File: config.mk
export PLATFORM = sky130hd
export DESIGN_NAME = pisl_top
export DESIGN_NICKNAME = d
export VERILOG_FILES = /design/src/inc/pisl_pkg.sv /design/src/rtl/pisl_top.sv
export SDC_FILE = /design/constraint.sdc
export NUM_CORES = 1
export LEC_CHECK = 0
export BUFFER_PORTS_ARGS = -buffer_cell sky130_fd_sc_hd__buf_4
export CORE_ASPECT_RATIO = 0.9
export CORE_UTILIZATION = 48
export CTS_BUF_LIST = sky130_fd_sc_hd__clkbuf_4 sky130_fd_sc_hd__clkbuf_8
export CTS_CLUSTER_SIZE = 25
export DETAILED_ROUTE_END_ITERATION = 10
export PLACE_DENSITY = 0.76
export SYNTH_ARGS = -nofsm -noshare
export SYNTH_HDL_FRONTEND = slang
export SYNTH_SLANG_ARGS = --single-unit
File: constraint.sdc
create_clock -name CLK_I -period 6.68 [get_ports CLK_I]
set_input_delay 0.668 -clock CLK_I [delete_from_list [all_inputs] [get_ports CLK_I]]
set_output_delay 0.668 -clock CLK_I [all_outputs]
set_load 0.005 [all_outputs]
File: src/inc/pisl_pkg.sv
// Constants, field layouts and state codes of the two-wire slave front end.
// Assumes an oversampling system clock well above the bus bit rate.

package pisl_pkg;

	// ==========================================================
	// Clock and bus rates.
	// ==========================================================
	// System clock rate in hertz.
	localparam int CLK_HZ = 40_000_000;
	// Standard mode serial clock ceiling in hertz.
	localparam int SCL_STD_HZ = 100_000;
	// Fast mode serial clock ceiling in hertz.
	localparam int SCL_FAST_HZ = 400_000;
	// High-speed mode serial clock ceiling in hertz.
	localparam int SCL_HS_HZ = 3_400_000;
	// Whole system clocks per bit at the fastest serial clock.
	localparam int HS_BIT_CYC = CLK_HZ / SCL_HS_HZ;

	// ==========================================================
	// Address byte decoding.
	// ==========================================================
	// Fixed upper nibble of the own slave address.
	localparam logic [3:0] ADDR_FIXED = 4'h5;
	// General call address byte.
	localparam logic [7:0] GC_ADDR = 8'h00;
	// Upper five bits of the high-speed master code.
	localparam logic [4:0] HS_CODE = 5'h01;

	// ==========================================================
	// Command byte fields.
	// ==========================================================
	// Memory location field position.
	localparam int LOC_MSB = 7;
	localparam int LOC_LSB = 4;
	// Command operation field position.
	localparam int OP_MSB = 3;
	localparam int OP_LSB = 2;

	// ==========================================================
	// Bit counter marks.
	// ==========================================================
	// Count after the eighth data rise: acknowledge phase.
	localparam logic [3:0] BIT_ACK = 4'h8;
	// Count after the ninth rise: end of acknowledge bit.
	localparam logic [3:0] BIT_ACK_END = 4'h9;
	// Count value of a fresh byte.
	localparam logic [3:0] BIT_ZERO = 4'h0;

	// ==========================================================
	// Frame states.
	// ==========================================================
	typedef enum logic [2:0] {
		ST_IDLE = 3'h0,
		ST_ADDR = 3'h1,
		ST_CMD = 3'h2,
		ST_WDATA = 3'h3,
		ST_RDATA = 3'h4,
		ST_WAIT = 3'h5
	} pisl_state_t;

endpackage

File: src/rtl/pisl_top.sv
// Two-wire slave front end of a volatile digital potentiometer and its
// receive FIFO. Assumes an outside master drives the serial clock and that
// the bus wire is resolved from SDA_O and SDA_OE_O outside this file.
// Function
// Seven-bit addressing only, no ten-bit format.
// Works up to standard, fast, high-speed rates.
// Master makes the serial clock always.
// Start is data falling while clock high.
// Data changes only while clock is low.
// Acknowledge by pulling data low, ninth clock.
// Not-acknowledge leaves the data line released.
// General call acknowledged only when enabled.
// Acknowledge own address, refuse other addresses.
// Refuse unsupported location and command pairs.
// After error a start resets the machine.
// Repeated start continues with the same slave.
// Collision while sending resets the interface.
// Stop ends transfer and resets interface.
// Never hold the clock line low.
// Malformed frames abort before changing state.
// First byte after start is address.
// Address is 0101 plus three pins.
// Absent address pins count as one.
// Tolerate other masters without state corruption.
// Sample data on each clock rising edge.
// Latch lowest address pin after reset.
// High-speed code refused, high-speed mode entered.
// Leave high-speed mode at next stop.
// Synchronise lines, detect conditions from synchronised.
`timescale 1ns/1ps

// ==============================================================
// Receive FIFO with a registered output stage.
// ==============================================================
module pisl_fifo #(
	parameter int WIDTH = 9,
	parameter int DEPTH = 8
) (
	input wire logic clk_i,
	input wire logic rst_i,
	input wire logic ce_i,
	input wire logic in_valid_i,
	input wire logic [WIDTH-1:0] in_data_i,
	output logic in_ready_o,
	output logic out_valid_o,
	output logic [WIDTH-1:0] out_data_o,
	input wire logic out_ready_i
);
	// Pointer width; DEPTH must be a power of two so pointers wrap.
	localparam int AW = $clog2(DEPTH);

	logic [WIDTH-1:0] mem_q [DEPTH]; // Storage words.
	logic [AW-1:0] wr_q; // Write pointer.
	logic [AW-1:0] rd_q; // Read pointer.
	logic [AW:0] cnt_q; // Words held in storage.
	wire push_w; // A word enters storage.
	wire load_w; // A word moves to the output stage.
	wire drop_w; // The output stage empties.

	assign in_ready_o = (cnt_q != (AW+1)'(DEPTH));
	assign push_w = ce_i & in_valid_i & in_ready_o;
	assign load_w = ce_i & (cnt_q != '0) & (~out_valid_o | out_ready_i);
	assign drop_w = ce_i & out_valid_o & out_ready_i & ~load_w;

	// Storage writes need no reset.
	always_ff @(posedge clk_i)
	begin
		if (push_w)
			mem_q[wr_q] <= in_data_i;
	end

	// Pointers, count and output stage.
	always_ff @(posedge clk_i)
	begin
		if (rst_i)
		begin
			wr_q <= '0;
			rd_q <= '0;
			cnt_q <= '0;
			out_valid_o <= 1'b0;
			out_data_o <= '0;
		end
		else if (ce_i)
		begin
			if (push_w)
				wr_q <= wr_q + 1'b1;
			if (load_w)
			begin
				out_data_o <= mem_q[rd_q];
				out_valid_o <= 1'b1;
				rd_q <= rd_q + 1'b1;
			end
			else if (drop_w)
				out_valid_o <= 1'b0;
			cnt_q <= cnt_q + (AW+1)'(push_w) - (AW+1)'(load_w);
		end
	end
endmodule // pisl_fifo

// ==============================================================
// Slave front end.
// ==============================================================
module pisl_top #(
	parameter logic [2:0] PIN_PRESENT = 3'h7, // Address pins fitted.
	parameter int FIFO_DEPTH = 8 // Receive FIFO depth.
) (
	input wire logic CLK_I,
	input wire logic RESET_I,
	input wire logic CE_I,
	input wire logic SCL_I,
	input wire logic SDA_I,
	output logic SDA_O,
	output logic SDA_OE_O,
	input wire logic HW_ADDR_PIN_0_I,
	input wire logic HW_ADDR_PIN_1_I,
	input wire logic HW_ADDR_PIN_2_I,
	input wire logic GENERAL_CALL_ENABLE_I,
	input wire logic [63:0] CMD_VALID_MAP_I,
	input wire logic [7:0] RD_DATA_I,
	output logic RD_REQ_O,
	output logic RX_VALID_O,
	output logic [7:0] RX_DATA_O,
	output logic RX_IS_CMD_O,
	input wire logic RX_READY_I,
	output logic HS_MODE_O,
	output logic BUSY_O,
	output logic ABORT_O,
	output logic HV_CMD_O,
	output logic ADDR_PIN0_LATCHED_O
);
	// ==========================================================
	// Synchronisers; the clock pin carries no clock here.
	// ==========================================================
	logic scl_s1_q, scl_s2_q, scl_s3_q; // Clock line stages.
	logic sda_s1_q, sda_s2_q, sda_s3_q; // Data line stages.
	logic [2:0] pin_s1_q, pin_s2_q; // Address pin stages.

	// Two flops per line, a third only for edge finding.
	always_ff @(posedge CLK_I)
	begin
		if (RESET_I)
		begin
			scl_s1_q <= 1'b1;
			scl_s2_q <= 1'b1;
			scl_s3_q <= 1'b1;
			sda_s1_q <= 1'b1;
			sda_s2_q <= 1'b1;
			sda_s3_q <= 1'b1;
		end
		else if (CE_I)
		begin
			scl_s1_q <= SCL_I;
			scl_s2_q <= scl_s1_q;
			scl_s3_q <= scl_s2_q;
			sda_s1_q <= SDA_I;
			sda_s2_q <= sda_s1_q;
			sda_s3_q <= sda_s2_q;
		end
	end

	// Address pins have no reset, so the strap sees their level in reset.
	always_ff @(posedge CLK_I)
	begin
		if (CE_I)
		begin
			pin_s1_q <= {HW_ADDR_PIN_2_I, HW_ADDR_PIN_1_I, HW_ADDR_PIN_0_I};
			pin_s2_q <= pin_s1_q;
		end
	end

	// ==========================================================
	// Line events from synchronised values.
	// ==========================================================
	wire scl_high_w = scl_s2_q & scl_s3_q; // Clock held high.
	wire rise_w = CE_I & scl_s2_q & ~scl_s3_q;
	wire fall_w = CE_I & ~scl_s2_q & scl_s3_q; // Clock falling edge.
	wire start_w = CE_I & scl_high_w & sda_s3_q & ~sda_s2_q;
	wire stop_w = CE_I & scl_high_w & ~sda_s3_q & sda_s2_q;

	// ==========================================================
	// Strap capture of the lowest address pin.
	// ==========================================================
	logic pin0_q; // Latched lowest pin level.
	logic latched_q; // Set once the strap is caught.

	// Follows the pin while reset is held, then keeps the last level.
	always_ff @(posedge CLK_I)
	begin
		if (RESET_I)
		begin
			pin0_q <= pin_s2_q[0];
			latched_q <= 1'b0;
		end
		else if (CE_I && !latched_q)
			latched_q <= 1'b1;
	end

	// ==========================================================
	// Frame machine state.
	// ==========================================================
	pisl_pkg::pisl_state_t state_q; // Frame state.
	logic [3:0] bit_q; // Clock rises seen in this byte.
	logic [7:0] shift_q; // Received byte.
	logic [7:0] tx_q; // Byte being sent.
	logic oe_q; // Data line pulled low.
	logic mnack_q; // Master refused the last read byte.
	logic hs_q; // High-speed mode.
	logic rd_req_q; // Read byte taken.
	logic abort_q; // Frame cut short.
	logic busy_q; // Between start and stop.
	logic hv_q; // Live level of the high-voltage input.
	logic sda_o_q; // Level driven when enabled.

	// ==========================================================
	// Address and command decoding.
	// ==========================================================
	wire [2:0] pin_eff_w; // Absent pins read as one.
	assign pin_eff_w = {PIN_PRESENT[2] ? pin_s2_q[2] : 1'b1,
		PIN_PRESENT[1] ? pin_s2_q[1] : 1'b1,
		PIN_PRESENT[0] ? pin0_q : 1'b1};
	wire [6:0] own_w = {pisl_pkg::ADDR_FIXED, pin_eff_w};
	wire addr_hit_w = (shift_q[7:1] == own_w);
	wire gc_hit_w = (shift_q == pisl_pkg::GC_ADDR);
	wire hs_hit_w = (shift_q[7:3] == pisl_pkg::HS_CODE);
	wire [5:0] cmd_idx_w = {shift_q[pisl_pkg::LOC_MSB:pisl_pkg::LOC_LSB],
		shift_q[pisl_pkg::OP_MSB:pisl_pkg::OP_LSB]};
	wire cmd_ok_w = CMD_VALID_MAP_I[cmd_idx_w];
	wire fifo_ready_w; // Receive FIFO has room.
	wire addr_ack_w = addr_hit_w | (gc_hit_w & GENERAL_CALL_ENABLE_I);
	wire is_addr_w = (state_q == pisl_pkg::ST_ADDR);
	wire is_cmd_w = (state_q == pisl_pkg::ST_CMD);
	wire is_wdata_w = (state_q == pisl_pkg::ST_WDATA);
	wire is_rdata_w = (state_q == pisl_pkg::ST_RDATA);
	wire active_w = is_addr_w | is_cmd_w | is_wdata_w | is_rdata_w;
	// The condition's own clock rise counts one bit, so a cut needs two.
	wire cut_w = active_w && (bit_q != pisl_pkg::BIT_ZERO) &&
		(bit_q != pisl_pkg::BIT_ZERO + 4'h1);
	// Acknowledge wanted for the byte just received.
	wire ack_w = is_addr_w ? addr_ack_w :
		is_cmd_w ? (cmd_ok_w & fifo_ready_w) :
		is_wdata_w ? fifo_ready_w : 1'b0;
	wire ack_phase_w = fall_w & (bit_q == pisl_pkg::BIT_ACK);
	// Bytes only reach the FIFO once acknowledged.
	wire push_w = ack_phase_w & (is_cmd_w | is_wdata_w) & ack_w;
	// A released bit read back low means another driver won.
	wire collide_w = rise_w & is_rdata_w & ~oe_q & ~sda_s2_q &
		(bit_q != pisl_pkg::BIT_ACK);
	// Next state after the address byte.
	wire pisl_pkg::pisl_state_t addr_next_w = addr_hit_w ?
		(shift_q[0] ? pisl_pkg::ST_RDATA : pisl_pkg::ST_CMD) :
		addr_ack_w ? pisl_pkg::ST_WDATA : pisl_pkg::ST_WAIT;

	// ==========================================================
	// Frame machine.
	// ==========================================================
	// Start and stop take priority over bit events.
	always_ff @(posedge CLK_I)
	begin
		if (RESET_I)
		begin
			state_q <= pisl_pkg::ST_IDLE;
			bit_q <= pisl_pkg::BIT_ZERO;
			shift_q <= 8'h00;
			tx_q <= 8'h00;
			oe_q <= 1'b0;
			mnack_q <= 1'b0;
			hs_q <= 1'b0;
			rd_req_q <= 1'b0;
			abort_q <= 1'b0;
			busy_q <= 1'b0;
		end
		else if (CE_I)
		begin
			rd_req_q <= 1'b0;
			abort_q <= 1'b0;
			if (start_w)
			begin
				state_q <= pisl_pkg::ST_ADDR;
				bit_q <= pisl_pkg::BIT_ZERO;
				oe_q <= 1'b0;
				busy_q <= 1'b1;
				abort_q <= cut_w;
			end
			else if (stop_w)
			begin
				state_q <= pisl_pkg::ST_IDLE;
				bit_q <= pisl_pkg::BIT_ZERO;
				oe_q <= 1'b0;
				hs_q <= 1'b0;
				busy_q <= 1'b0;
				abort_q <= cut_w;
			end
			else if (collide_w)
			begin
				state_q <= pisl_pkg::ST_WAIT;
				bit_q <= pisl_pkg::BIT_ZERO;
				abort_q <= 1'b1;
			end
			else if (rise_w && active_w)
			begin
				if (bit_q == pisl_pkg::BIT_ACK)
				begin
					mnack_q <= sda_s2_q;
					bit_q <= pisl_pkg::BIT_ACK_END;
				end
				else
				begin
					shift_q <= {shift_q[6:0], sda_s2_q};
					bit_q <= bit_q + 4'h1;
				end
			end
			else if (fall_w && active_w)
			begin
				case (bit_q)
					pisl_pkg::BIT_ACK:
					begin
						oe_q <= ack_w;
						abort_q <= ~ack_w & ~is_rdata_w & ~(is_addr_w & hs_hit_w);
						if (is_addr_w && hs_hit_w && !addr_ack_w)
						begin
							hs_q <= 1'b1;
							state_q <= pisl_pkg::ST_WAIT;
						end
						else if (is_addr_w)
							state_q <= addr_next_w;
						else if (!ack_w && !is_rdata_w)
							state_q <= pisl_pkg::ST_WAIT;
						else if (is_cmd_w)
							state_q <= pisl_pkg::ST_WDATA;
					end
					pisl_pkg::BIT_ACK_END:
					begin
						bit_q <= pisl_pkg::BIT_ZERO;
						if (is_rdata_w && !mnack_q)
						begin
							tx_q <= RD_DATA_I;
							oe_q <= ~RD_DATA_I[7];
							rd_req_q <= 1'b1;
						end
						else
						begin
							oe_q <= 1'b0;
							if (is_rdata_w)
								state_q <= pisl_pkg::ST_WAIT;
						end
					end
					default:
					begin
						// Shift the next read bit out while the clock is low.
						if (is_rdata_w && bit_q != pisl_pkg::BIT_ZERO)
						begin
							tx_q <= {tx_q[6:0], 1'b0};
							oe_q <= ~tx_q[6];
						end
					end
				endcase
			end
		end
	end

	// Output flops that do not belong to the frame machine.
	always_ff @(posedge CLK_I)
	begin
		if (RESET_I)
		begin
			hv_q <= 1'b1;
			sda_o_q <= 1'b0;
		end
		else if (CE_I)
		begin
			hv_q <= pin_s2_q[0];
			sda_o_q <= 1'b0;
		end
	end

	// ==========================================================
	// Receive FIFO.
	// ==========================================================
	wire [8:0] rx_word_w; // FIFO output word.
	pisl_fifo #(
		.WIDTH(9),
		.DEPTH(FIFO_DEPTH)
	) u_fifo (
		.clk_i(CLK_I),
		.rst_i(RESET_I),
		.ce_i(CE_I),
		.in_valid_i(push_w),
		.in_data_i({is_cmd_w, shift_q}),
		.in_ready_o(fifo_ready_w),
		.out_valid_o(RX_VALID_O),
		.out_data_o(rx_word_w),
		.out_ready_i(RX_READY_I)
	);

	// The serial clock is never driven, so no stretching exists.
	assign SDA_O = sda_o_q;
	assign SDA_OE_O = oe_q;
	assign RD_REQ_O = rd_req_q;
	assign RX_DATA_O = rx_word_w[7:0];
	assign RX_IS_CMD_O = rx_word_w[8];
	assign HS_MODE_O = hs_q;
	assign BUSY_O = busy_q;
	assign ABORT_O = abort_q;
	assign HV_CMD_O = hv_q;
	assign ADDR_PIN0_LATCHED_O = pin0_q;
endmodule // pisl_top

==> summary.txt, run 1 <==
Run status
  – Status: completed

Floorplan
  – Core Area: 0.0127 mm²
  – Die area: 0.0136 mm²
  – Chip height: 111 µm
  – Die X: 123 µm
  – Io pins: 100
  – Initial core utilization: 49.5%
  – Row count: 39

Global routing
  – GRT Util Overall: 21.3%
  – Vias in the first global route: 4282
  – Initial antenna violation count: 0
  – First-pass GRT wire length: 21.8 mm
  – Largest net degree at the start of global routing: 59
  – Congestion Overflow GR: 0

Route
  – Via Count: 4458
  – Iter 0 DRT Violations: 459
  – DRT antenna net count: 0
  – Routed WL: 13.6 mm
  – DR DRC count: 0
  – Drt pass-1 iters: 5
  – DR vias/cell: 5.77
  – DR WL/cell: 17.5 µm

Placement
  – DP HPWL: 9.38 mm
  – Placed cell areas: 0.00716 mm²
  – PortBufs: 98
  – RePlAce Congestion: 0.872

Synth
  – Syn avg cell area: 12.6 µm²
  – Ranking of synthesized cells by area: edfxtp_1 (38%), dfxtp_1 (17%), mux4_2 (9.3%)
  – Area of the mapped netlist: 0.00631 mm²
  – Number of flops mapped to enable cells by yosys: 79
  – Flops & latches, synth: 134
  – Synth Instances: 502
  – Top cells by count, synth: edfxtp_1 (79), dfxtp_1 (55), nor2_1 (53)
  – Top FF cell, synth: edfxtp_1
  – Cell with the most instances after synthesis: edfxtp_1
  – Syn nets: 596
  – Async S/R FF share, synth: 0%
  – Cell variety after synth: 65
  – Share of the synthesized area in the top cell type: 37.6%
  – Area leader, netlist: edfxtp_1
  – Ys Warns: 0
  – Seq/Total Area, Yosys: 55.0%

Setup path
  – Crit path capture: u_fifo.cnt_q[1]
  – CP max FO: 25
  – CP startpoint: shift_q[2]
  – Reg2reg path depth: 11
  – Cell Chain, Critical Path: mux4_2, mux2i_1, nor4_1, nor4_2, nand2_1, nand2_4, inv_4, ha_1, inv_1, fa_1, a211oi_1
  – WP data required: 7.03 ns
  – RR Startpoint: shift_q[2]
  – R2R Setup Slk: 3.06 ns
  – Worst setup EP type: register
  – CP max stage cell: dfxtp_1
  – Crit path launch type: register
  – Critical path depth: 11
  – FF-to-FF End: u_fifo.cnt_q[1]
  – CP Class: register to register
  – Crit path buf inv count: 2
  – Crit path max-delay family: flip-flops
  – CP peak stage delay: 0.97 ns
  – Critical Path AT: 3.97 ns

Clock network
  – Htree depth: 4
  – Clk_lat worst skew: 0.44 ns
  – CTS max path bufs: 2
  – Post-CTS Setup Bufs: 0
  – Num CTS Buffers: 17
  – Clock-pin slew on the worst setup and hold paths: 0.08 ns
  – CTS tree: yes
  – CTS Sinks: 134
  – CTS Root Cell: clkbuf_8
  – CTS-repair resized insts: 0
  – Hold_buf cts: 0

Hold path
  – Class of the most critical hold timing path: input pin to register
  – Hold Crit Depth: 1

Timing
  – Count of pins over their slew limit: 0
  – Highest Clock Rate: 276 MHz
  – TNS Setup: 0 ns
  – Final setup violation count: 0
  – Fin. Hold Viols: 0
  – Final Cycle Share: 54.2%
  – RSZ-0062 raised after global routing: no
  – Rel. slew slack: 21.9%
  – Clock skew: 0.0145 ns
  – Tmin final: 3.62 ns
  – Slew at the pin with the worst max-slew slack: 1.17 ns

Final layout
  – Area grow syn2layout: 19.8%
  – Fillers: 1006
  – N_diodes: 0
  – Layout cells sized above 1: 28.7%
  – Fin area: 0.00756 mm²
  – Final Net Count: 690

Flow run
  – Max-capacitance violation count: 0

Power
  – Pwr Density: 236 mW/mm²
  – Leakage: 2.73 nW
  – VDD IR max: 125 µV
[worst reg2reg max path, cell delays in order (launching register included)]
cell	delay [ns]
dfxtp_1	0.97
mux4_2	0.60
mux2i_1	0.16
nor4_1	0.07
nor4_2	0.40
nand2_1	0.18
nand2_4	0.15
inv_4	0.07
ha_1	0.20
inv_1	0.08
fa_1	0.43
a211oi_1	0.23
[cell type report]
class / instances / area (µm²) / share of cell area, %
flip-flops and latches: 134 / 3470 / 46.0
multi-input cells: 317 / 2610 / 34.6
repair buffers: 105 / 788 / 10.4
clock buffers: 17 / 234 / 3.10
well taps: 164 / 205 / 2.71
clock inverters: 15 / 164 / 2.17
inverters: 21 / 81.3 / 1.08
[logic make-up after synthesis]
| logic type | count (synthesis) | synth area share, % |
|---|---|---|
| muxes | 61 | 16.4 |
| DFF | 134 | 55.0 |
| and+or+nand+nor | 147 | 11.8 |
| AOI/OAI and AO/OA | 87 | 9.24 |
| xor gates and xnor gates | 9 | 1.25 |
| adders and majority gates | 12 | 2.50 |
| buffers and inverters | 51 | 3.71 |
| other | 1 | 0.0594 |
[through the flow]
step / hold slack, ns / total power, W / instances / setup WS (ns) / utilization (%)
floorplan: 0.400 / 0.00105 / 502 / 3.77 / -
global placement: 0.406 / 0.00113 / 741 / 3.20 / 56.2
detailed placement: 0.408 / 0.00114 / 741 / 3.02 / 56.2
CTS: 0.391 / 0.00180 / 773 / 3.01 / 59.3
global route: 0.381 / 0.00186 / 773 / 2.74 / 59.3
finish: 0.405 / 0.00178 / 773 / 3.06 / 59.3
[layer usage]
layer  vias to the layer above  GRT usage, %  share of wire [%]
met3                        20          5.04                7.8
li1                       2103             -                  -
met4                         0          6.59                1.3
met1                      2132          28.4                 43
met5                         -             0                  0
met2                       203          34.1                 48
[sequential cells by signal, indices dropped and copies added, names as in the netlist, 3 cells and up]
register / cells
u_fifo.mem_q: 72
u_fifo.cnt_q: 4
shift_q: 8
state_q: 3
pin_s2_q: 3
tx_q: 7
u_fifo.out_data_o: 9
bit_q: 4
u_fifo.rd_q: 3
u_fifo.wr_q: 3
pin_s1_q: 3
[how the worst min path moves through the flow]
stage | slack [ns] | start | end
CTS | 0.39 | HW_ADDR_PIN_0_I | pin_s1_q[0]
detailed placement | 0.41 | pin_s1_q[2] | pin_s2_q[2]
finish | 0.41 | HW_ADDR_PIN_0_I | pin_s1_q[0]
global route | 0.38 | HW_ADDR_PIN_0_I | pin_s1_q[0]
global placement | 0.41 | pin_s1_q[0] | pin_s2_q[0]
floorplan | 0.40 | pin_s1_q[0] | pin_s2_q[0]
[power breakdown]
| part | switching, W | leakage [nW] | total [W] | internal [W] |
|---|---|---|---|---|
| clock | 0.000353 | 0.203 | 0.000665 | 0.000312 |
| combinational | 0.0000922 | 1.36 | 0.000205 | 0.000112 |
| sequential | 0.0000228 | 1.17 | 0.000913 | 0.000890 |
| total | 0.000468 | 2.73 | 0.00178 | 0.00131 |
[cell usage in the layout (no fill, tap or decap), drive strengths merged, types with 2 or more instances in the layout]
cell and instances:
nor3 7, a211o 8, nor2 53, or3 2, mux4 32, nand3b 3
clkbuf 17, nor4 9, nand2 28, a311oi 2, dfxtp 55, nand2b 5
edfxtp 79, and4 2, xnor2 3, and3b 4, nor2b 6, xor2 6
a31o 3, a211oi 14, clkinv 5, mux2i 28, a21oi 35, nand3 9
o21ai 9, o311ai 2, buf 105, nand4 4, inv 29, nor3b 3
ha 11, and3 6
Power figures use the tool's default switching activity.
==> run 2, diff against run 1 <==
Settings changed: ABC_AREA set to 1, PLACE_DENSITY 0.76 to 0.79.
Clock period 6.68 ns to 3.3 ns, I/O delays scaled along.
==> run 2 against run 1 <==
  * Area after synthesis grew 3.1%
  * Total power grew 98%
  * Worst setup slack lost 2.6 ns
  * Die area grew 3.1%
  * Clock power grew 88%
  * Worst hold slack lost 0.34 ns
  * Critical path depth grew 9
  * Non-clock buffer count grew 16
  * Fmax grew 26%
  * Sequential power grew 99%
  * Combinational power grew 120%
  * Via count grew 21%
  * Highest routed layer unchanged
==> summary.txt, run 2 <==
Floorplan
  – Die area: 0.0140 mm² (was 0.0136 mm²)
  – Initial core utilization: 50.3% (was 49.5%)
  – Io pins: 100 (unchanged)
  – Die X: 125 µm (was 123 µm)
  – Row count: 39 (unchanged)
  – Core Area: 0.0129 mm² (was 0.0127 mm²)
  – Chip height: 112 µm (was 111 µm)

Final layout
  – Final Net Count: 944 (was 690)
  – Area of the multi-input gates: 0.00253 mm² (was 0.00261 mm²)
  – Max reg flops: 72 (unchanged)
  – Final std cells w/o fill: 1027 (was 773)
  – Register area: 0.00347 mm² (unchanged)
  – Fillers: 1106 (was 1006)
  – Largest regs: u_fifo.mem_q (72), u_fifo.out_data_o (9), shift_q (8) (unchanged)
  – Top reg by flops: u_fifo.mem_q (unchanged)
  – Area grow syn2layout: 19.9% (was 19.8%)
  – Most common cell after layout, fill and taps aside: nand2_1 (was buf_4)
  – Commonest cells after routing, fill and taps aside: nand2_1 (141), buf_4 (120), edfxtp_1 (79), nor2_1 (78), o21ai_0 (71) (was buf_4 (105), edfxtp_1 (79), dfxtp_1 (55), nor2_1 (53), a21oi_1 (35))
  – N_diodes: 0 (unchanged)
  – Layout cells sized above 1: 21.6% (was 28.7%)

Setup path
  – Crit path capture: u_fifo.cnt_q[3] (was u_fifo.cnt_q[1])
  – Reg2reg path depth: 20 (was 11)
  – Critical path depth: 20 (was 11)
  – Critical Path AT: 3.21 ns (was 3.97 ns)
  – Crit path max-delay family: simple AND/OR/NAND/NOR gates (was flip-flops)
  – Top cell by count, worst path: nand2_1
  – R2R Setup Slk: 0.41 ns (was 3.06 ns)
  – Crit path buf inv count: 5 (was 2)
  – Worst setup EP type: register (unchanged)
  – Cell Chain, Critical Path: inv_2, nand3_1, nand2_1, nand2_1, nand2_1, inv_2, nand2_1, a21oi_1, nand3_2, nand2_2, nand2_4, nand3_4, inv_2, ha_1, inv_1, nor2_1, a211oi_1, xor2_1, o21ai_0, inv_1 (was mux4_2, mux2i_1, nor4_1, nor4_2, nand2_1, nand2_4, inv_4, ha_1, inv_1, fa_1, a211oi_1)
  – FF-to-FF End: u_fifo.cnt_q[3] (was u_fifo.cnt_q[1])
  – Crit path launch type: register (unchanged)
  – RR Startpoint: shift_q[3] (was shift_q[2])
  – CP Class: register to register (unchanged)
  – CP startpoint: shift_q[3] (was shift_q[2])
  – CP max stage cell: dfxtp_1 (unchanged)
  – CP max FO: 17 (was 25)
  – CP peak stage delay: 0.64 ns (was 0.97 ns)
  – WP data required: 3.63 ns (was 7.03 ns)

Placement
  – PortBufs: 98 (unchanged)
  – RePlAce Congestion: 0.882 (was 0.872)
  – Worst slack at placement: 0.408 ns (was 3.02 ns)
  – Placed Cells: 995 (was 741)
  – DP HPWL: 10.4 mm (was 9.38 mm)

Power
  – Pwr Density: 452 mW/mm² (was 236 mW/mm²)
  – Leakage: 3.22 nW (was 2.73 nW)
  – VDD IR max: 333 µV (was 125 µV)

Route
  – Drt pass-1 iters: 5 (unchanged)
  – Via Count: 5403 (was 4458)
  – DRT antenna net count: 0 (unchanged)
  – Iter 0 DRT Violations: 398 (was 459)
  – DR DRC count: 0 (unchanged)
  – DR vias/cell: 5.26 (was 5.77)
  – DR WL/cell: 14.4 µm (was 17.5 µm)
  – Routed WL: 14.8 mm (was 13.6 mm)

Run status
  – Status: completed (unchanged)

Timing
  – Rel. slew slack: 28.4% (was 21.9%)
  – TNS Setup: 0 ns (unchanged)
  – Clock skew: 0.0168 ns (was 0.0145 ns)
  – Tmin final: 2.89 ns (was 3.62 ns)
  – Count of pins over their slew limit: 0 (unchanged)
  – Setup slack after layout: 0.413 ns (was 3.06 ns)
  – Slew at the pin with the worst max-slew slack: 1.07 ns (was 1.17 ns)
  – Final hold slack: 0.0675 ns (was 0.405 ns)
  – Final Cycle Share: 87.5% (was 54.2%)
  – Highest Clock Rate: 346 MHz (was 276 MHz)
  – Fin. Hold Viols: 0 (unchanged)
  – RSZ-0062 raised after global routing: no (unchanged)
  – Final setup violation count: 0 (unchanged)

Synth
  – Number of flops mapped to enable cells by yosys: 79 (unchanged)
  – Ranking of synthesized cells by area: edfxtp_1 (36%), dfxtp_1 (17%), nand2_1 (8.1%) (was edfxtp_1 (38%), dfxtp_1 (17%), mux4_2 (9.3%))
  – Top FF cell, synth: edfxtp_1 (unchanged)
  – Area leader, netlist: edfxtp_1 (unchanged)
  – Cell with the most instances after synthesis: nand2_1 (was edfxtp_1)
  – Syn avg cell area: 8.70 µm² (was 12.6 µm²)
  – Flops & latches, synth: 134 (unchanged)
  – Seq/Total Area, Yosys: 53.4% (was 55.0%)
  – Area of the mapped netlist: 0.00651 mm² (was 0.00631 mm²)
  – Cell variety after synth: 41 (was 65)
  – Ys Warns: 0 (unchanged)
  – Share of the synthesized area in the top cell type: 36.5% (was 37.6%)
  – Top cells by count, synth: nand2_1 (141), edfxtp_1 (79), nor2_1 (78) (was edfxtp_1 (79), dfxtp_1 (55), nor2_1 (53))
  – Syn nets: 842 (was 596)
  – Async S/R FF share, synth: 0% (unchanged)
  – Synth Instances: 748 (was 502)

Clock network
  – CTS Sinks: 134 (unchanged)
  – Clk_lat worst skew: 0.44 ns (about the same)
  – Post-CTS Setup Bufs: 0 (unchanged)
  – Num CTS Buffers: 17 (unchanged)
  – Hold_buf cts: 0 (unchanged)
  – Clock-pin slew on the worst setup and hold paths: 0.07 ns (was 0.08 ns)
  – CTS-repair resized insts: 0 (unchanged)
  – CTS tree: yes (unchanged)
  – CTS max path bufs: 2 (unchanged)
  – CTS Root Cell: clkbuf_8 (unchanged)
  – Htree depth: 4 (unchanged)

Flow run
  – Max-capacitance violation count: 0 (unchanged)

Global routing
  – Congestion Overflow GR: 0 (unchanged)
  – Largest net degree at the start of global routing: 39 (was 59)
  – First-pass GRT wire length: 24.3 mm (was 21.8 mm)
  – GRT Util Overall: 21.9% (was 21.3%)
  – Vias in the first global route: 5114 (was 4282)
  – Initial antenna violation count: 0 (unchanged)

Hold path
  – Class of the most critical hold timing path: input pin to register (unchanged)
## run 2: per-layer routing
metal  up-vias  track usage [%]  part of all wire [%]
li1       2753                -                     -
met1      2458             29.2                    46
met2       182             35.7                    47
met3        10             4.43                   5.9
met4         0             7.23                  0.73
met5         -                0                     0
## run 2: cell families (layout without fill, tap and decap cells)
group | after synthesis | count (layout) | synth area share [%]
buffers and inverters | 118 | 233 | 7.73
AOI/OAI and AO/OA | 173 | 173 | 15.0
other | 1 | 1 | 0.0576
xor gates and xnor gates | 6 | 6 | 0.808
DFF | 134 | 134 | 53.4
and+or+nand+nor | 304 | 304 | 20.6
adders and majority gates | 12 | 12 | 2.42
## run 2: worst min-delay path by stage
stage                    start  slack (ns)  cells past startpoint           to
2_1_floorplan      pin_s1_q[0]        0.40                      0  pin_s2_q[0]
3_3_place_gp       pin_s1_q[2]        0.40                      0  pin_s2_q[2]
3_5_place_dp       pin_s1_q[1]        0.40                      0  pin_s2_q[1]
4_1_cts        HW_ADDR_PIN_2_I        0.04                      1  pin_s1_q[2]
5_1_grt        HW_ADDR_PIN_2_I        0.04                      1  pin_s1_q[2]
6_report       HW_ADDR_PIN_2_I        0.07                      1  pin_s1_q[2]
## run 2: per-stage QoR
step / cell area [µm²] / utilization, % / power, W
floorplan: 6510 / - / 0.00212
detailed placement: 7430 / 57.5 / 0.00231
global route: 7800 / 60.3 / 0.00368
global placement: 7430 / 57.5 / 0.00230
CTS: 7800 / 60.3 / 0.00355
finish: 7800 / 60.3 / 0.00353
## run 2: cell type report
class                      instances  area share [%]
sequential                       134            44.5
timing repair buffer             121            11.8
tap                              164            2.63
multi-input combinational        496            32.4
clock buffer                      23            3.66
clock inverter                     9            1.01
inverter                          80            3.91
## run 2: report_power, final
part	leakage, nW	switching [W]	internal [W]
clock	0.193	0.000599	0.000652
sequential	1.14	0.0000231	0.00179
combinational	1.88	0.000256	0.000202
==> run 3, diff against run 2 <==
Settings changed: RECOVER_POWER set to 100.
==> run 3 against run 2 <==
  * Combinational power down 1%
  * Clock skew about the same
  * Final area down 1.3%
  * Via count up 0.72%
  * Total power down 0.22%
  * Register-to-register slack worse by 0.05 ns
  * Sequential share of layout area up 0.61 points
  * Largest power group unchanged
  * Highest routed layer unchanged
==> summary.txt, run 3 (synthesis results as in run 2) <==
Setup path
  – R2R Setup Slk: 0.36 ns (was 0.41 ns)
  – WP data required: 3.43 ns (was 3.63 ns)
  – Critical Path AT: 3.07 ns (was 3.21 ns)
  – CP max FO: 25 (was 17)
  – Reg2reg path depth: 15 (was 20)
  – CP startpoint: shift_q[2] (was shift_q[3])
  – Crit path launch type: register (unchanged)
  – CP Class: register to register (unchanged)
  – FF-to-FF End: u_fifo.mem_q[6][7] (was u_fifo.cnt_q[3])
  – Worst setup EP type: register (unchanged)
  – Crit path capture: u_fifo.mem_q[6][7] (was u_fifo.cnt_q[3])
  – RR Startpoint: shift_q[2] (was shift_q[3])

Route
  – DR WL/cell: 14.4 µm (about the same)
  – Top Metal Used: met4 (unchanged)
  – DRT antenna net count: 0 (unchanged)
  – Routed WL: 14.8 mm (about the same)
  – DR vias/cell: 5.30 (was 5.26)
  – DR DRC count: 0 (unchanged)
  – Drt pass-1 iters: 5 (unchanged)
  – Met2 WL: 6.95 mm (was 6.99 mm)
  – Via Count: 5442 (was 5403)
  – M1 WL: 6.76 mm (was 6.78 mm)
  – Iter 0 DRT Violations: 414 (was 398)
  – Met3 wire length: 951 µm (was 874 µm)

Timing
  – Highest Clock Rate: 340 MHz (was 346 MHz)
  – Tmin final: 2.94 ns (was 2.89 ns)
  – RSZ-0062 raised after global routing: no (unchanged)
  – TNS Setup: 0 ns (unchanged)
  – Final setup violation count: 0 (unchanged)
  – Fin. Hold Viols: 0 (unchanged)
  – Count of pins over their slew limit: 0 (unchanged)
  – Setup slack after layout: 0.360 ns (was 0.413 ns)
  – Final Cycle Share: 89.1% (was 87.5%)
  – Slew at the pin with the worst max-slew slack: 1.39 ns (was 1.07 ns)
  – Clock skew: 0.0172 ns (was 0.0168 ns)
  – Rel. slew slack: 7.16% (was 28.4%)

Clock network
  – Clock-pin slew on the worst setup and hold paths: 0.07 ns (about the same)
  – Post-CTS Setup Bufs: 0 (unchanged)
  – CTS tree: yes (unchanged)
  – Hold_buf cts: 0 (unchanged)
  – Num CTS Buffers: 17 (unchanged)
  – CTS max path bufs: 2 (unchanged)
  – CTS Sinks: 134 (unchanged)
  – Clk_lat worst skew: 0.44 ns (about the same)
  – CTS-repair resized insts: 0 (unchanged)
  – Htree depth: 4 (unchanged)
  – CTS Root Cell: clkbuf_8 (unchanged)

Global routing
  – Vias in the first global route: 5114 (unchanged)
  – GRT Util Overall: 21.9% (unchanged)
  – Initial antenna violation count: 0 (unchanged)
  – Congestion Overflow GR: 0 (unchanged)
  – First-pass GRT wire length: 24.3 mm (unchanged)
  – Largest net degree at the start of global routing: 39 (unchanged)

Run status
  – Status: completed (unchanged)

Hold path
  – Hold Crit Depth: 1 (unchanged)
  – Class of the most critical hold timing path: input pin to register (unchanged)

Final layout
  – Top reg by flops: u_fifo.mem_q (unchanged)
  – Area grow syn2layout: 18.3% (was 19.9%)
  – N_diodes: 0 (unchanged)
  – Max reg flops: 72 (unchanged)
  – Final std cells w/o fill: 1027 (unchanged)
  – Commonest cells after routing, fill and taps aside: nand2_1 (144), buf_4 (85), nor2_1 (80), edfxtp_1 (79), o21ai_0 (73) (was nand2_1 (141), buf_4 (120), edfxtp_1 (79), nor2_1 (78), o21ai_0 (71))
  – Largest regs: u_fifo.mem_q (72), u_fifo.out_data_o (9), shift_q (8) (unchanged)
  – Final Net Count: 944 (unchanged)
  – Final design utilization: 59.5% (was 60.3%)
  – Layout cells sized above 1: 18.5% (was 21.6%)
  – Most common cell after layout, fill and taps aside: nand2_1 (unchanged)

Power
  – Gate power share: 12.9% (was 13.0%)
  – Pwr Total: 0.00352 W (was 0.00353 W)
  – Net Sw Frac: 24.9% (about the same)
  – Leakage: 3.13 nW (was 3.22 nW)
  – Pint: 0.00264 W (was 0.00265 W)
  – Pwr Density: 457 mW/mm² (was 452 mW/mm²)
  – VDD IR max: 331 µV (was 333 µV)
  – Net Sw Power: 0.000877 W (was 0.000879 W)
  – Sequential power share: 51.6% (was 51.5%)
  – Clock group share of total power: 35.5% (about the same)

Flow run
  – Max-capacitance violation count: 0 (unchanged)

Floorplan
  – Die area: 0.0140 mm² (unchanged)
  – Die X: 125 µm (unchanged)
  – Core Area: 0.0129 mm² (unchanged)
  – Io pins: 100 (unchanged)
  – Chip height: 112 µm (unchanged)
  – Initial core utilization: 50.3% (unchanged)
  – Row count: 39 (unchanged)

Placement
  – Placed Cells: 995 (unchanged)
  – PortBufs: 98 (unchanged)
  – DP HPWL: 10.4 mm (unchanged)
  – RePlAce Congestion: 0.882 (unchanged)
  – Worst slack at placement: 0.408 ns (unchanged)
run 3: cell types whose count changed in the layout (fill, tap and decap cells not counted), moves of 3 or more:
cell / change
nor3_2: -4
clkbuf_1: +11
clkbuf_2: +5
clkbuf_4: +19
nand2_1: +3
nor3_1: +4
buf_4: -35
inv_2: -3
run 3: power groups by stage:
stage | logic, W | clock network (W) | registers [W]
after floorplan | 0.000268 | 0 | 0.00185
after global placement | 0.000450 | 0 | 0.00185
after detailed placement | 0.000458 | 0 | 0.00185
after CTS | 0.000460 | 0.00127 | 0.00182
after global routing | 0.000508 | 0.00134 | 0.00182
final | 0.000453 | 0.00125 | 0.00182
run 3: layout make-up:
type	instances	area, µm²
flip-flops and latches	134	3470
clock buffers	23	285
repair buffers	121	867
clock inverters	9	78.8
multi-input cells	496	2480
fillers	1140	5240
well taps	164	205
inverters	80	305
run 3: worst min-delay path by stage:
stage / endpoint / slack [ns] / start
2_1_floorplan: pin_s2_q[0] / 0.40 / pin_s1_q[0]
3_3_place_gp: pin_s2_q[2] / 0.40 / pin_s1_q[2]
3_5_place_dp: pin_s2_q[1] / 0.40 / pin_s1_q[1]
4_1_cts: pin_s1_q[2] / 0.04 / HW_ADDR_PIN_2_I
5_1_grt: pin_s1_q[2] / 0.07 / HW_ADDR_PIN_2_I
6_report: pin_s1_q[2] / 0.09 / HW_ADDR_PIN_2_I
run 3: worst max-delay path, cell delays in order, from the launching register on:
cell	delay, ns
dfxtp_1	0.64
buf_12	0.23
nand2_1	0.06
nand2_1	0.07
nand2_1	0.05
nand3_1	0.08
nand3_1	0.08
nand2_1	0.11
nand3_2	0.08
nand3_1	0.12
nand2_2	0.08
nand2_4	0.08
nand3_4	0.08
or2_0	0.33
nor2_1	0.27
clkbuf_2	0.28
run 3: layer usage:
layer / vias up / global-route usage (%)
li1: 2753 / -
met1: 2475 / 29.2
met2: 202 / 35.7
met3: 12 / 4.43
met4: 0 / 7.23
met5: - / 0
run 3: per-stage QoR:
| step | instance area (µm²) | hold WS [ns] |
|---|---|---|
| final | 7690 | 0.0887 |
| after global routing | 7690 | 0.0677 |
| after CTS | 7800 | 0.0429 |
| after detailed placement | 7430 | 0.405 |
| after global placement | 7430 | 0.401 |
| after floorplan | 6510 | 0.400 |
